[src/verilog/upm_pkg.sv]
// package: register map, field positions and carriers for the pipe mask set/clear block
package upm_pkg;
  // ==========================================================================
  // geometry
  localparam int UPM_NUM_PIPES = 5;
  localparam int UPM_ADDR_W = 32;
  localparam int UPM_DATA_W = 32;
  localparam int UPM_PIPE_W = 3;
  localparam int UPM_PIPE_TYPE_W = 2;
  // ==========================================================================
  // register bases, one word per pipe
  localparam logic [31:0] UPM_MASK_SET_BASE = 32'h400205F0;
  localparam logic [31:0] UPM_MASK_CLR_BASE = 32'h40020620;
  localparam logic [31:0] UPM_MASK_VIEW_BASE = 32'h400205C0;
  localparam logic [31:0] UPM_PIPE_TYPE_BASE = 32'h40020700;
  localparam logic [31:0] UPM_WORD_BYTES = 32'h00000004;
  // ==========================================================================
  // pipe type codes
  localparam logic [1:0] UPM_PIPE_TYPE_CTRL = 2'h0;
  localparam logic [1:0] UPM_PIPE_TYPE_ISO = 2'h1;
  localparam logic [1:0] UPM_PIPE_TYPE_BULK = 2'h2;
  localparam logic [1:0] UPM_PIPE_TYPE_INTR = 2'h3;
  // ==========================================================================
  // bit positions shared by set port, clear port and mask
  localparam int UPM_B_RX_IN = 0;
  localparam int UPM_B_TX_OUT = 1;
  localparam int UPM_B_TYPE2 = 2;
  localparam int UPM_B_PERR = 3;
  localparam int UPM_B_NAKED = 4;
  localparam int UPM_B_OVERF = 5;
  localparam int UPM_B_TYPE6 = 6;
  localparam int UPM_B_SHORT = 7;
  localparam int UPM_B_BUSY = 12;
  localparam int UPM_B_BANK = 14;
  localparam int UPM_B_DMA = 16;
  localparam int UPM_B_HALT = 17;
  localparam int UPM_B_TOGGLE = 18;
  localparam logic [31:0] UPM_IRQ_BITS = 32'h000010FF;
  localparam logic [31:0] UPM_CTRL_BITS = 32'h00030000;
  localparam logic [31:0] UPM_MASK_RESET = 32'h00000000;
  // ==========================================================================
  // register bus request
  typedef struct packed {
    logic wr;
    logic rd;
    logic [UPM_ADDR_W-1:0] addr;
    logic [UPM_DATA_W-1:0] wdata;
  } upm_bus_req_t;
  // per-pipe strobes toward the engine
  typedef struct packed {
    logic bank_release;
    logic toggle_reset;
  } upm_pipe_evt_t;
endpackage

[src/verilog/upm_sync2.sv]
// two-flop synchroniser for a status level from the engine
`timescale 1ns/1ps
module upm_sync2 import upm_pkg::*; #(
  parameter int W = 1
) (
  input wire logic core_clk,
  input wire logic rstn,
  input wire logic [W-1:0] d,
  output logic [W-1:0] q
);
  logic [W-1:0] meta;
  always_ff @(posedge core_clk or negedge rstn) begin
    if (!rstn) begin
      meta <= '0;
      q <= '0;
    end else begin
      meta <= d;
      q <= meta;
    end
  end
endmodule // upm_sync2

[src/verilog/upm_pipe_mask.sv]
// one pipe's interrupt-enable mask with set/clear ports
`timescale 1ns/1ps
module upm_pipe_mask import upm_pkg::*; (
  input wire logic core_clk,
  input wire logic rstn,
  input wire logic set_wr,
  input wire logic clr_wr,
  input wire logic [UPM_DATA_W-1:0] wdata,
  input wire logic [UPM_PIPE_TYPE_W-1:0] pipe_type,
  input wire logic toggle_done,
  input wire logic bank_refill,
  input wire logic halt_event,
  output logic [UPM_DATA_W-1:0] pipe_irq_mask,
  output upm_pipe_evt_t evt
);
  localparam logic [UPM_DATA_W-1:0] SET_MASK = UPM_IRQ_BITS | UPM_CTRL_BITS;
  localparam logic [UPM_DATA_W-1:0] CLR_MASK = SET_MASK | (UPM_DATA_W'(1) << UPM_B_BANK);
  logic [UPM_DATA_W-1:0] set_bits;
  logic [UPM_DATA_W-1:0] clr_bits;
  logic [UPM_B_BANK-1:0] irq_en;
  logic bank_control;
  logic dma_gate;
  logic pipe_halt;
  logic toggle_reset_pending;
  logic bank_release;
  logic toggle_reset;
  // ==========================================================================
  // type-dependent bit meanings
  always_comb begin
    set_bits = set_wr ? (wdata & SET_MASK) : '0;
    clr_bits = clr_wr ? (wdata & CLR_MASK) : '0;
    // bits 2 and 6 mean setup/underflow and stalled/crc by type, one flop each
    unique case (pipe_type)
      UPM_PIPE_TYPE_CTRL, UPM_PIPE_TYPE_BULK: begin
      end
      UPM_PIPE_TYPE_INTR: begin
      end
      UPM_PIPE_TYPE_ISO: begin
      end
    endcase
  end
  // ==========================================================================
  // mask flops
  always_ff @(posedge core_clk or negedge rstn) begin
    if (!rstn) begin
      irq_en <= UPM_MASK_RESET[UPM_B_BANK-1:0];
      dma_gate <= UPM_MASK_RESET[UPM_B_DMA];
    end else begin
      irq_en <= (irq_en & ~clr_bits[UPM_B_BANK-1:0])
        | set_bits[UPM_B_BANK-1:0];
      dma_gate <= set_bits[UPM_B_DMA]
        | (dma_gate & ~clr_bits[UPM_B_DMA]);
    end
  end
  // bank control: hardware refill wins over software clear
  always_ff @(posedge core_clk or negedge rstn) begin
    if (!rstn) begin
      bank_control <= UPM_MASK_RESET[UPM_B_BANK];
      bank_release <= 1'b0;
    end else begin
      bank_control <= bank_refill
        | (bank_control & ~clr_bits[UPM_B_BANK]);
      bank_release <= clr_bits[UPM_B_BANK] & bank_control;
    end
  end
  // halt: set by software or engine event, cleared by software
  always_ff @(posedge core_clk or negedge rstn) begin
    if (!rstn) begin
      pipe_halt <= UPM_MASK_RESET[UPM_B_HALT];
    end else begin
      pipe_halt <= set_bits[UPM_B_HALT] | halt_event
        | (pipe_halt & ~clr_bits[UPM_B_HALT]);
    end
  end
  // toggle reset: pending until the engine reports done; new request wins
  always_ff @(posedge core_clk or negedge rstn) begin
    if (!rstn) begin
      toggle_reset_pending <= UPM_MASK_RESET[UPM_B_TOGGLE];
      toggle_reset <= 1'b0;
    end else begin
      toggle_reset_pending <= (set_wr & wdata[UPM_B_TOGGLE])
        | (toggle_reset_pending & ~toggle_done);
      toggle_reset <= set_wr & wdata[UPM_B_TOGGLE];
    end
  end
  // ==========================================================================
  // mask word as seen by software, unused bits zero
  always_comb begin
    pipe_irq_mask = '0;
    pipe_irq_mask[UPM_B_BANK-1:0] = irq_en;
    pipe_irq_mask[UPM_B_BANK] = bank_control;
    pipe_irq_mask[UPM_B_DMA] = dma_gate;
    pipe_irq_mask[UPM_B_HALT] = pipe_halt;
    pipe_irq_mask[UPM_B_TOGGLE] = toggle_reset_pending;
  end
  assign evt = '{bank_release: bank_release, toggle_reset: toggle_reset};
endmodule // upm_pipe_mask

[src/verilog/upm_top.sv]
// top: register slave for the per-pipe mask set/clear ports of a usb host controller
// What this block does
// - toggle reset request flags pending, resets toggle
// - set and clear ports read as zero
// - clear port ones clear mask bits
// - set port ones set mask bits
// - control/bulk layout for types 0 and 2
// - interrupt type: bit2 underflow, bit6 stalled
// - isochronous type: bit2 underflow, bit6 crc error
// - control/bulk: bit2 setup, bit6 stalled
// - bits 0,1 clear in and out enables
// - bits 3,4,5 clear error, naked, overflow
// - bits 7,12 clear short packet, busy banks
// - clear bit14 clears bank control, no setter
// - clear bits 16,17 clear dma gate, halt
// - set bits 16,17 set dma gate, halt
// - set port has toggle reset setter
// - five pipe instances, indices zero to four
// - bank control clear sends or frees bank
// - clearing halt re-enables request generation
//
// The address-and-strobe port was left to the implementer.
`timescale 1ns/1ps
module upm_top import upm_pkg::*; #(
  parameter int NUM_PIPES = UPM_NUM_PIPES
) (
  input wire logic core_clk,
  input wire logic rstn,
  input wire logic [UPM_ADDR_W-1:0] bus_addr,
  input wire logic [UPM_DATA_W-1:0] bus_wdata,
  input wire logic bus_wr,
  input wire logic bus_rd,
  output logic [UPM_DATA_W-1:0] bus_rdata,
  input wire logic [NUM_PIPES-1:0] toggle_done,
  input wire logic [NUM_PIPES-1:0] bank_refill,
  input wire logic [NUM_PIPES-1:0] halt_event,
  output logic [NUM_PIPES-1:0] pipe_halt,
  output logic [NUM_PIPES-1:0] irq_blocks_dma,
  output logic [NUM_PIPES-1:0] bank_release,
  output logic [NUM_PIPES-1:0] toggle_reset,
  output logic [NUM_PIPES*UPM_DATA_W-1:0] pipe_irq_mask_flat,
  output logic [NUM_PIPES*UPM_PIPE_TYPE_W-1:0] pipe_type_flat
);
  upm_bus_req_t req;
  logic [NUM_PIPES-1:0] done_s;
  logic [NUM_PIPES-1:0] refill_s;
  logic [NUM_PIPES-1:0] halt_s;
  logic [NUM_PIPES-1:0] set_hit;
  logic [NUM_PIPES-1:0] clr_hit;
  logic [NUM_PIPES-1:0] view_hit;
  logic [NUM_PIPES-1:0] pipe_type_hit;
  logic [UPM_PIPE_TYPE_W-1:0] pipe_type [NUM_PIPES];
  logic [UPM_DATA_W-1:0] mask [NUM_PIPES];
  upm_pipe_evt_t evt [NUM_PIPES];
  logic [UPM_DATA_W-1:0] next_rdata;
  assign req = '{wr: bus_wr, rd: bus_rd, addr: bus_addr, wdata: bus_wdata};
  // ==========================================================================
  // engine levels cross in through two flops
  upm_sync2 #(.W(3*NUM_PIPES)) u_sync (
    .core_clk(core_clk),
    .rstn(rstn),
    .d({toggle_done, bank_refill, halt_event}),
    .q({done_s, refill_s, halt_s})
  );
  // ==========================================================================
  // address decode per pipe
  always_comb begin
    for (int i = 0; i < NUM_PIPES; i++) begin
      set_hit[i] = req.addr == UPM_MASK_SET_BASE + UPM_WORD_BYTES * 32'(i);
      clr_hit[i] = req.addr == UPM_MASK_CLR_BASE + UPM_WORD_BYTES * 32'(i);
      view_hit[i] = req.addr == UPM_MASK_VIEW_BASE + UPM_WORD_BYTES * 32'(i);
      pipe_type_hit[i] = req.addr == UPM_PIPE_TYPE_BASE + UPM_WORD_BYTES * 32'(i);
    end
  end
  // ==========================================================================
  // pipe type configuration
  always_ff @(posedge core_clk or negedge rstn) begin
    if (!rstn) begin
      for (int i = 0; i < NUM_PIPES; i++) begin
        pipe_type[i] <= UPM_PIPE_TYPE_CTRL;
      end
    end else begin
      for (int i = 0; i < NUM_PIPES; i++) begin
        if (req.wr && pipe_type_hit[i]) begin
          pipe_type[i] <= req.wdata[UPM_PIPE_TYPE_W-1:0];
        end
      end
    end
  end
  // ==========================================================================
  // pipes
  for (genvar g = 0; g < NUM_PIPES; g++) begin : g_pipe
    upm_pipe_mask u_pipe (
      .core_clk(core_clk),
      .rstn(rstn),
      .set_wr(req.wr & set_hit[g]),
      .clr_wr(req.wr & clr_hit[g]),
      .wdata(req.wdata),
      .pipe_type(pipe_type[g]),
      .toggle_done(done_s[g]),
      .bank_refill(refill_s[g]),
      .halt_event(halt_s[g]),
      .pipe_irq_mask(mask[g]),
      .evt(evt[g])
    );
  end
  // ==========================================================================
  // read mux: set and clear ports read zero
  always_comb begin
    next_rdata = '0;
    for (int i = 0; i < NUM_PIPES; i++) begin
      if (view_hit[i]) begin
        next_rdata = mask[i];
      end
      if (pipe_type_hit[i]) begin
        next_rdata = UPM_DATA_W'(pipe_type[i]);
      end
    end
  end
  always_ff @(posedge core_clk or negedge rstn) begin
    if (!rstn) begin
      bus_rdata <= '0;
    end else begin
      bus_rdata <= req.rd ? next_rdata : '0;
    end
  end
  // ==========================================================================
  // registered outputs toward the engine
  always_ff @(posedge core_clk or negedge rstn) begin
    if (!rstn) begin
      pipe_halt <= '0;
      irq_blocks_dma <= '0;
      bank_release <= '0;
      toggle_reset <= '0;
      pipe_irq_mask_flat <= '0;
      pipe_type_flat <= '0;
    end else begin
      for (int i = 0; i < NUM_PIPES; i++) begin
        pipe_halt[i] <= mask[i][UPM_B_HALT];
        irq_blocks_dma[i] <= mask[i][UPM_B_DMA];
        bank_release[i] <= evt[i].bank_release;
        toggle_reset[i] <= evt[i].toggle_reset;
        pipe_irq_mask_flat[i*UPM_DATA_W +: UPM_DATA_W] <= mask[i];
        pipe_type_flat[i*UPM_PIPE_TYPE_W +: UPM_PIPE_TYPE_W] <= pipe_type[i];
      end
    end
  end
endmodule // upm_top

[config.mk]
export PLATFORM = sky130hd
export DESIGN_NAME = upm_top
export DESIGN_NICKNAME = d
export VERILOG_FILES = /design/src/verilog/upm_pkg.sv /design/src/verilog/upm_sync2.sv /design/src/verilog/upm_pipe_mask.sv /design/src/verilog/upm_top.sv
export SDC_FILE = /design/constraint.sdc
export NUM_CORES = 1
export LEC_CHECK = 0
export ABC_AREA = 1
export BUFFER_PORTS_ARGS = -buffer_cell sky130_fd_sc_hd__buf_2
export CORE_ASPECT_RATIO = 0.6
export CORE_UTILIZATION = 36
export CTS_CLUSTER_SIZE = 28
export DETAILED_ROUTE_END_ITERATION = 8
export PLACE_DENSITY = 0.59
export SKIP_LAST_GASP = 1
export SYNTH_ARGS = -nofsm -noshare
export SYNTH_HDL_FRONTEND = slang
export SYNTH_SLANG_ARGS = --single-unit
[constraint.sdc]
create_clock -name core_clk -period 0.9 [get_ports core_clk]
set_input_delay 0.09 -clock core_clk [delete_from_list [all_inputs] [get_ports core_clk]]
set_output_delay 0.09 -clock core_clk [all_outputs]
set_load 0.03 [all_outputs]
Word-level counts from Yosys, hierarchy flattened. Cells that the tools add are included.

Input port bits: 83. Word-level logic and storage cells: 195. Bits in registers: 292. Output and inout bits: 222.

Mux-type cells: 21. Equality and inequality tests: 20. Reductions and logical operators: 5. Bitwise operators: 100.

Operators with widths (count): $eq A32 B31 Y1 const B (20); $mux W32 (7); $mux W18 (10); $mux W19 (4); $and A14 B14 Y14 (5); $not A14 Y14 (5); $or A14 B14 Y14 (5); $and A1 B1 Y1 (40); $or A1 B1 Y1 (25); $not A1 Y1 (20); $logic_and A1 B1 Y1 (5).

Logic depth before layout (Yosys ltp). Gate-level depths: netlist of the first run.

Depth in word-level cells: 12. Depth in mapped cells: 16. Gate-level depth less buffers: 16.

By module. Synthesis of the first run repeated with hierarchy kept, for this count alone.

Cell total of the unflattened synthesis: 1234. Area total of the unflattened synthesis: 12647.1 µm².

Modules (own cells, without submodules): upm_top (times used 1, seq. area each 5555.3 µm², cells each 719, area each 7942.6 µm²); upm_pipe_mask (times used 5, seq. area each 375.4 µm², cells each 97, area each 790.8 µm²); upm_sync2 (times used 1, seq. area each 750.7 µm², cells each 30, area each 750.7 µm²).

Worst setup path before layout of the first run. Ideal clock, no wire load.

Path type: in2reg. Start point: input port bus_addr[19]. End point: register bus_rdata[12]. Buffers on the path: 1. Data required time: 787 ps. Library setup time: 113 ps. Slack: -489 ps. Data arrival time: 1277 ps. Stages on the path: 11. Cells stage by stage: nor2_1 > nand2_1 > nor2_4 > nand2_4 > nor2_1 > nand3_1 > inv_1 > nor2_1 > buf_6 > nand2_1 > inv_1.

Word-level cells in the longest chain between the ends: 12. Elaborated cells between the ends (all ways): 21. Those cells by class: eq/ne (10); mux (11).

Ends and longest elaborated chain: start, declared (line upm_top.sv:29) `input wire logic [UPM_ADDR_W-1:0] bus_addr,`; $eq A32 B31 Y1 (line upm_top.sv:71) `view_hit[i] = req.addr == UPM_MASK_VIEW_BASE + UPM_WORD_BYTES * 32'(i);`; $mux W19 (line upm_top.sv:112) `if (view_hit[i]) begin`; $mux W19 (line upm_top.sv:115) `if (pipe_type_hit[i]) begin`; $mux W19 (line upm_top.sv:112); $mux W19 (line upm_top.sv:115); $mux W32 (line upm_top.sv:112); $mux W32 (line upm_top.sv:115); $mux W32 (line upm_top.sv:112); $mux W32 (line upm_top.sv:115); $mux W32 (line upm_top.sv:112); $mux W32 * (line upm_top.sv:115); $mux W32 * (line upm_top.sv:124) `bus_rdata <= req.rd ? next_rdata : '0;`; end signal, assigned (line upm_top.sv:124); end, declared (line upm_top.sv:33) `output logic [UPM_DATA_W-1:0] bus_rdata,`.

Every way passes the cells marked *; elsewhere a longest branch is shown, timed or not. A chain may end at the register's enable or synchronous reset.

Worst setup path after layout of the first run.
Start point: input port bus_addr[19]. End point: register bus_rdata[1].

The elaborated chain is that of the path after synthesis.

==> summary.txt, run 1 <==
Outcome
  – Status: finished, violations left
  – Failing checks: negative setup slack

STA
  – Crit path time final: roughly 1.3 ns
  – Final Hold Viols: 0
  – Final WS setup: -0.359 ns
  – Fin Setup TNS: -45.85 ns
  – Highest Clock Rate: approximately 790 MHz
  – Final Skew: between 0.01 and 0.015 ns
  – RSZ-0062 raised after global routing: yes
  – Worst hold slack: slightly above 0.03 ns
  – Final worst-path cycle share: 140%
  – Max Slew Vio Count: 0
  – Setup violators final: about 200

GRT
  – Vias in the first global route: 6464
  – First-pass GRT wire length: between 30000 and 40000 um
  – Remaining global-route overflow: 0
  – Initial antenna violation count: 0
  – GR Util All Layers: 20.7%
  – Largest net degree at the start of global routing: 37

Synth
  – Yosys cell types: 37
  – Mapped Cells: just over 800
  – Multiplexer share of the synthesized area: 0%
  – Mapped Area: between 8000 and 9000 um^2
  – Flops & latches, synth: approximately 210
  – Post-Synth Simple-Gate Area: 12.3%
  – Synth Area in Adders: 0%
  – Ys Warns: 0
  – Register area share after synthesis: between 60% and 70%
  – Post-synthesis area per instance: 10.4 um^2
  – Synth Area in Compound Gates: 9.92%
  – Post-Synth XOR/XNOR Area: 0%
  – Largest family of logic cells by synthesized area: buffers and inverters

Floorplan
  – Rows: 43
  – Core area: roughly 23000 um^2
  – Die Ht: 122 um
  – # IOs: between 300 and 400
  – Die footprint: about 25000 um^2
  – Initial core utilization: a little under two fifths
  – Die Width: about 200 um

Critical path
  – Critical path capture point type: flip-flop
  – CP required: 1.34 ns
  – Crit Path Max Fanout: 5
  – Total buffers and inverters traversed by the critical path: 4
  – CP top delay family: simple AND/OR/NAND/NOR gates
  – Critical path launch point type: input port
  – Crit-path most repeated cell: nand2_2
  – Critical path origin: bus_addr[19]
  – Crit path kind: input port to flip-flop
  – Worst path slowest cell: buf_12
  – R2r setup slk: -0.30 ns
  – Crit path largest cell delay: 0.14 ns
  – Critical-path cell list: buf_8, nor2_4, nand2_2, nor2_4, nand2_4, buf_12, nor2_8, buf_6, buf_6, nand4_1, nand3_2, nand2_2, nand2_2, nand2_1, nand2_1, nand2_2, a21oi_2
  – Crit path DAT: 1.70 ns
  – R2r startpoint: pipe_type[8]

Pwr
  – Lkg Pwr: between 7 and 8 nW
  – Power per cell area: roughly 1500 nW/um^2
  – Worst-case vdd ir drop: between 0.001 and 0.0015 V

Finish
  – Non-Filler Instances: around 1500
  – Fill cells: approximately 1900
  – P&R area growth vs syn: 59.5%
  – Nets: between 1000 and 1500
  – Share of layout cells above drive strength 1: approximately 49%
  – Antenna cells: 0

Place
  – RePlAce Congestion: around 0.83
  – Placed cells: roughly 1400
  – DP HPWL: ~18000 um
  – PortBufs: 171

Routing
  – Via density: ~4.5
  – Via count: around 6800
  – # DRC: 0
  – Total Wirelength: 26200 um
  – Drt pass-1 iters: 5
  – DRT iter0 DRCs: 377
  – Final ANT Viol Nets: 0
  – DR WL/cell: roughly 17 um

CTS
  – Clock Sinks: about 210
  – Max Buffers Root-to-Sink: 3
  – Later-pin clock latency in the skew report: 0.50 ns
  – Clk root buf: clkbuf_16
  – Clock buffer count from CTS: 20
  – H-tree levels: 1
  – Clock transition at path regs: approximately 0.070 ns
  – CTS tree: yes

Hold path
  – Hold Path Origin: bus_wdata[14]
  – Worst hold path class: input port to flip-flop

Run
  – Max-cap violations: 0
per-stage QoR:
| step | area [um^2] | utilization, % | power [W] | setup slack, ns |
|---|---|---|---|---|
| final | 13800 | 59.1 | 0.0203 | -0.359 |
| after global routing | 13800 | 59.1 | 0.0210 | -0.500 |
| after CTS | 13000 | 55.8 | 0.0204 | -0.336 |
| after detailed placement | 10800 | 46.1 | 0.0114 | -1.13 |
| after global placement | 10800 | 46.1 | 0.0114 | -1.10 |
| after floorplan | 9370 | - | 0.0111 | -0.443 |
worst paths after layout:
| path | endpoint | depth (start not counted) |
|---|---|---|
| max | bus_rdata[1] | 17 |
| min | g_pipe[2].u_pipe.bank_release | 4 |
| max reg2reg | bus_rdata[0] | 10 |
| min reg2reg | u_sync.q[1] | 0 |
| max in group asynchronous | bus_rdata[14] | 3 |
| min in group asynchronous | pipe_type_flat[9] | 2 |
report_power, final:
| group | switching (W) | total, W | internal [W] |
|---|---|---|---|
| clock | 0.00365 | 0.00884 | 0.00520 |
| sequential | 0.0000219 | 0.00966 | 0.00964 |
| combinational | 0.00132 | 0.00179 | 0.000477 |
kinds of logic after synthesis:
logic type	Yosys count
and+or+nand+nor	213
AOI/OAI and AO/OA	164
other	1
buffers and inverters	238
DFF	213
synthesized netlist by cell type, drive strengths merged:
| library cell | n | area (um^2) |
|---|---|---|
| nand3b | 1 | 7.51 |
| nand3 | 35 | 203 |
| o221ai | 2 | 17.5 |
| nor3 | 14 | 96.4 |
| conb | 1 | 3.75 |
| nand2 | 94 | 368 |
| nand4 | 18 | 113 |
| and3 | 1 | 6.26 |
| dfrtp | 213 | 5330 |
| and2 | 1 | 6.26 |
| o211ai | 4 | 30.0 |
| a31oi | 1 | 6.26 |
| clkbuf | 9 | 33.8 |
| nor4 | 9 | 77.6 |
| o21bai | 5 | 37.5 |
| buf | 136 | 1010 |
| clkinv | 2 | 7.51 |
| o22ai | 5 | 31.3 |
| o21ai | 134 | 671 |
| inv | 91 | 342 |
| nor2 | 40 | 191 |
| a21oi | 13 | 65.1 |
sequential cells by signal, summed over array words and instances, names as in the netlist:
name                                flops
g_pipe.u_pipe.toggle_reset              5
bus_rdata                              13
pipe_type                              10
g_pipe.u_pipe.toggle_reset_pending      5
u_sync.q                               15
g_pipe.u_pipe.irq_en                   45
pipe_type_flat                         10
toggle_reset                            5
g_pipe.u_pipe.pipe_halt                 5
g_pipe.u_pipe.bank_release              5
irq_blocks_dma                          4
pipe_halt                               4
u_sync.meta                            15
bank_release                            5
pipe_irq_mask_flat                     57
g_pipe.u_pipe.bank_control              5
g_pipe.u_pipe.dma_gate                  5
cells in the final DEF (no fill, tap or decap), types with 6 or more instances in the layout:
cell type	count
dfrtp_1	213
buf_6	155
buf_4	126
conb_1	114
inv_1	81
o21ai_1	79
nand2_1	50
buf_2	50
o21ai_2	43
nor2_4	24
nand2_2	23
nand3_2	21
clkbuf_16	21
dlygate4sd3_1	21
nand4_1	18
nand2_4	17
buf_12	17
a21oi_2	10
nor2_2	8
nand3_4	8
nor2_1	7
nand2_8	7
nor3_2	6
nor3_4	6
o21ai_4	6
nand3_1	6
o21ai_0	6
tightest hold or removal path, cell delays in order:
cell and delay [ns]:
buf_2 0.11, clkinv_1 0.08, buf_12 0.16, nor3_2 0.05
layer usage:
| layer | share of wire (%) | track usage, % | routed length [um] |
|---|---|---|---|
| met3 | 7.0 | 4.65 | 1830 |
| met2 | 42 | 28.9 | 11100 |
| met4 | 1.9 | 4.14 | 494 |
| met1 | 49 | 32.4 | 12800 |
| met5 | 0 | 0 | 0 |
layout make-up:
type                    instances  area [um^2]  area share, %
well taps                     315          394           2.85
clock inverters                10          131          0.951
multi-input cells             494         3430           24.8
flip-flops and latches        213         5330           38.6
clock buffers                  24          547           3.96
inverters                      93          372           2.69
repair buffers                376         3610           26.1
what timing repair did:
action,4_1_cts,5_1_grt
gates resized for setup,352,159
cloned,4,3
endpoints found under the setup margin,205,206
setup buffers,16,21
endpoints found under the hold margin,237,0
hold buffers,21,0
pin swaps,33,34
Power figures use the tool's default switching activity.
==> inputs of run 2 (changes only) <==
PLACE_DENSITY = 0.57   (was 0.59)
clock period = 1.54 ns   (was 0.9 ns; I/O delays follow)
==> run 2 against run 1 <==
Against the previous run:
- the flow now finishes without violations
- cell count is 7.0% lower
- clock skew increased by 0.015 ns
- routed wire length decreased by 14%
- first-iteration DRC count grew 3.4%
- total power decreased by 43%
- critical path depth down 2
- setup slack better by 0.53 ns
- sequential share of layout area rose by 11 points
- critical endpoint is now bus_rdata[18]
- highest routed layer unchanged
==> summary.txt, run 2 (synthesis results as in run 1) <==
Pwr
  – Combinational share of power: under 10%
  – Clock power share: roughly 44%
  – Cell Int Power: 0.00878 W
  – Worst-case vdd ir drop: between 0.0007 and 0.0008 V
  – Switching power: ~0.0028 W
  – Power per cell area: approximately 1100 nW/um^2
  – Lkg Pwr: about 6 nW
  – Register share of total power: around half
  – Switching part of the total: roughly a quarter
  – Overall Power: between 0.01 and 0.015 W

Finish
  – Biggest regs: pipe_irq_mask_flat (57), g_pipe.u_pipe.irq_en (45)
  – Most common cell after layout, fill and taps aside: dfrtp_1
  – Register area: ~5300 um^2
  – Share of layout cells above drive strength 1: approximately 28%
  – Fill cells: between 2000 and 2500
  – Largest register FFs: 57
  – P&R area growth vs syn: 25.3%
  – Nets: 1172
  – Multi-input logic area: about 2400 um^2
  – Antenna cells: 0
  – Commonest non-fill, non-tap cells in the layout: dfrtp_1 (213), buf_2 (170), conb_1 (114)
  – Design Area, Final: ~11000 um^2
  – Biggest register: pipe_irq_mask_flat

STA
  – Rel. slew slack: between 60% and 70%
  – Crit path time final: around 1.4 ns
  – Setup violators final: 0
  – Least-Margin Pin Slew: 0.577 ns
  – Final Skew: 0.0291 ns
  – Final worst-path cycle share: about 89%
  – Final Hold Viols: 0
  – Final WS setup: ~0.17 ns
  – Fin Setup TNS: 0 ns
  – Max Slew Vio Count: 0
  – Highest Clock Rate: 728 MHz
  – RSZ-0062 raised after global routing: yes
  – Worst hold slack: 0.0312 ns

GRT
  – First-pass GRT wire length: around 34000 um
  – GR Util All Layers: a little under a fifth
  – Largest net degree at the start of global routing: between 50 and 60
  – Initial antenna violation count: 0
  – Vias in the first global route: 5660
  – Remaining global-route overflow: 0

Routing
  – M1 wire length: between 10000 and 15000 um
  – DR WL/cell: around 16 um
  – Final ANT Viol Nets: 0
  – Total Wirelength: ~23000 um
  – Top Metal Used: met4
  – DRT iter0 DRCs: 390
  – Drt pass-1 iters: 5
  – Via count: approximately 6200
  – Met3 wire len: ~1400 um
  – Met2 WL: approximately 8600 um
  – Via density: between 4 and 5
  – # DRC: 0

Place
  – RePlAce Congestion: about 0.86
  – DP HPWL: about 17000 um
  – Dpl ws: -0.542 ns
  – Cell area after placement: 9960 um^2
  – PortBufs: 171

Run
  – Max-cap violations: 0

Floorplan
  – Core area: between 20000 and 25000 um^2
  – Die Ht: approximately 120 um
  – Die footprint: 24700 um^2
  – # IOs: a little over 300
  – Rows: 43
  – Die Width: between 200 and 250 um
  – Initial core utilization: a little under two fifths

CTS
  – Later-pin clock latency in the skew report: 0.51 ns
  – Clock Sinks: between 200 and 250
  – Post-CTS Repair Setup Buffers: 0
  – Clock transition at path regs: 0.07 ns
  – CTS tree: yes
  – Max Buffers Root-to-Sink: 3
  – Clk root buf: clkbuf_16
  – Clock buffer count from CTS: 21
  – H-tree levels: 1

Critical path
  – Crit path DAT: roughly 1.8 ns
  – Crit path kind: input port to flip-flop
  – R2r endpoint: bus_rdata[18]
  – Crit Path Max Fanout: 11
  – Worst R2R Path Depth: 7
  – Critical path capture point type: flip-flop
  – R2r setup slk: 0.25 ns
  – Critical path launch point type: input port
  – CP required: slightly below 2 ns
  – R2r startpoint: g_pipe[1].u_pipe.toggle_reset_pending

Hold path
  – Worst hold path class: input port to flip-flop
  – Hold Path Cell Cnt: 4
  – Hold Path Origin: bus_addr[7]
  – Hold Crit Endpoint: g_pipe[4].u_pipe.bank_release

Outcome
  – Status: completed
-- run 2: through the flow --
step	util (%)	std cells
detailed placement	42.6	1363
floorplan	-	942
finish	46.4	1419
global route	46.4	1419
CTS	46.3	1419
global placement	42.6	1363
-- run 2: power groups by stage --
| stage | combinational (W) | clock [W] | sequential [W] |
|---|---|---|---|
| after floorplan | 0.000693 | 0 | 0.00575 |
| after global placement | 0.000802 | 0 | 0.00575 |
| after detailed placement | 0.000806 | 0 | 0.00575 |
| after CTS | 0.000844 | 0.00521 | 0.00564 |
| after global routing | 0.000922 | 0.00544 | 0.00564 |
| final | 0.000844 | 0.00509 | 0.00564 |
-- run 2: repair_timing --
item	in CTS	in global routing
hold buffers	18	0
pin swaps	0	1
endpoints found under the setup margin	1	10
resized for setup	1	6
gates cloned	0	0
hold endpoints to repair	77	0
-- run 2: worst max path at each step --
| stage | depth (start not counted) | startpoint | to |
|---|---|---|---|
| floorplan | 11 | bus_addr[19] | bus_rdata[12] |
| global placement | 11 | bus_addr[10] | bus_rdata[16] |
| detailed placement | 11 | bus_addr[10] | bus_rdata[16] |
| CTS | 13 | bus_addr[11] | bus_rdata[18] |
| global route | 18 | bus_addr[2] | bus_rdata[1] |
| finish | 15 | bus_addr[2] | bus_rdata[18] |
-- run 2: per-layer routing --
layer  global-route usage (%)  vias up
li1                         -     2976
met1                     31.2     2964
met2                     23.2      210
met3                     3.80       19
met4                     3.52        0
met5                        0        -
-- run 2: worst max-delay path, stage by stage --
cell and delay, ns:
buf_2 0.11, nor2_1 0.11, nand2_1 0.12, buf_4 0.16, inv_1 0.07, nand2_1 0.09, nor3_2 0.16, buf_4 0.20
nand3_1 0.09, o21ai_0 0.10, a21oi_1 0.07, o221ai_1 0.11, buf_4 0.17, nand2_1 0.04, inv_1 0.07
-- run 2: final cells by class --
type / instances / share of cell area (%)
Clock inverter: 9 / 0.969
Inverter: 93 / 3.24
Clock buffer: 29 / 5.31
Multi-Input combinational cell: 491 / 21.9
Tap cell: 315 / 3.63
Timing Repair Buffer: 269 / 15.8
Sequential cell: 213 / 49.2
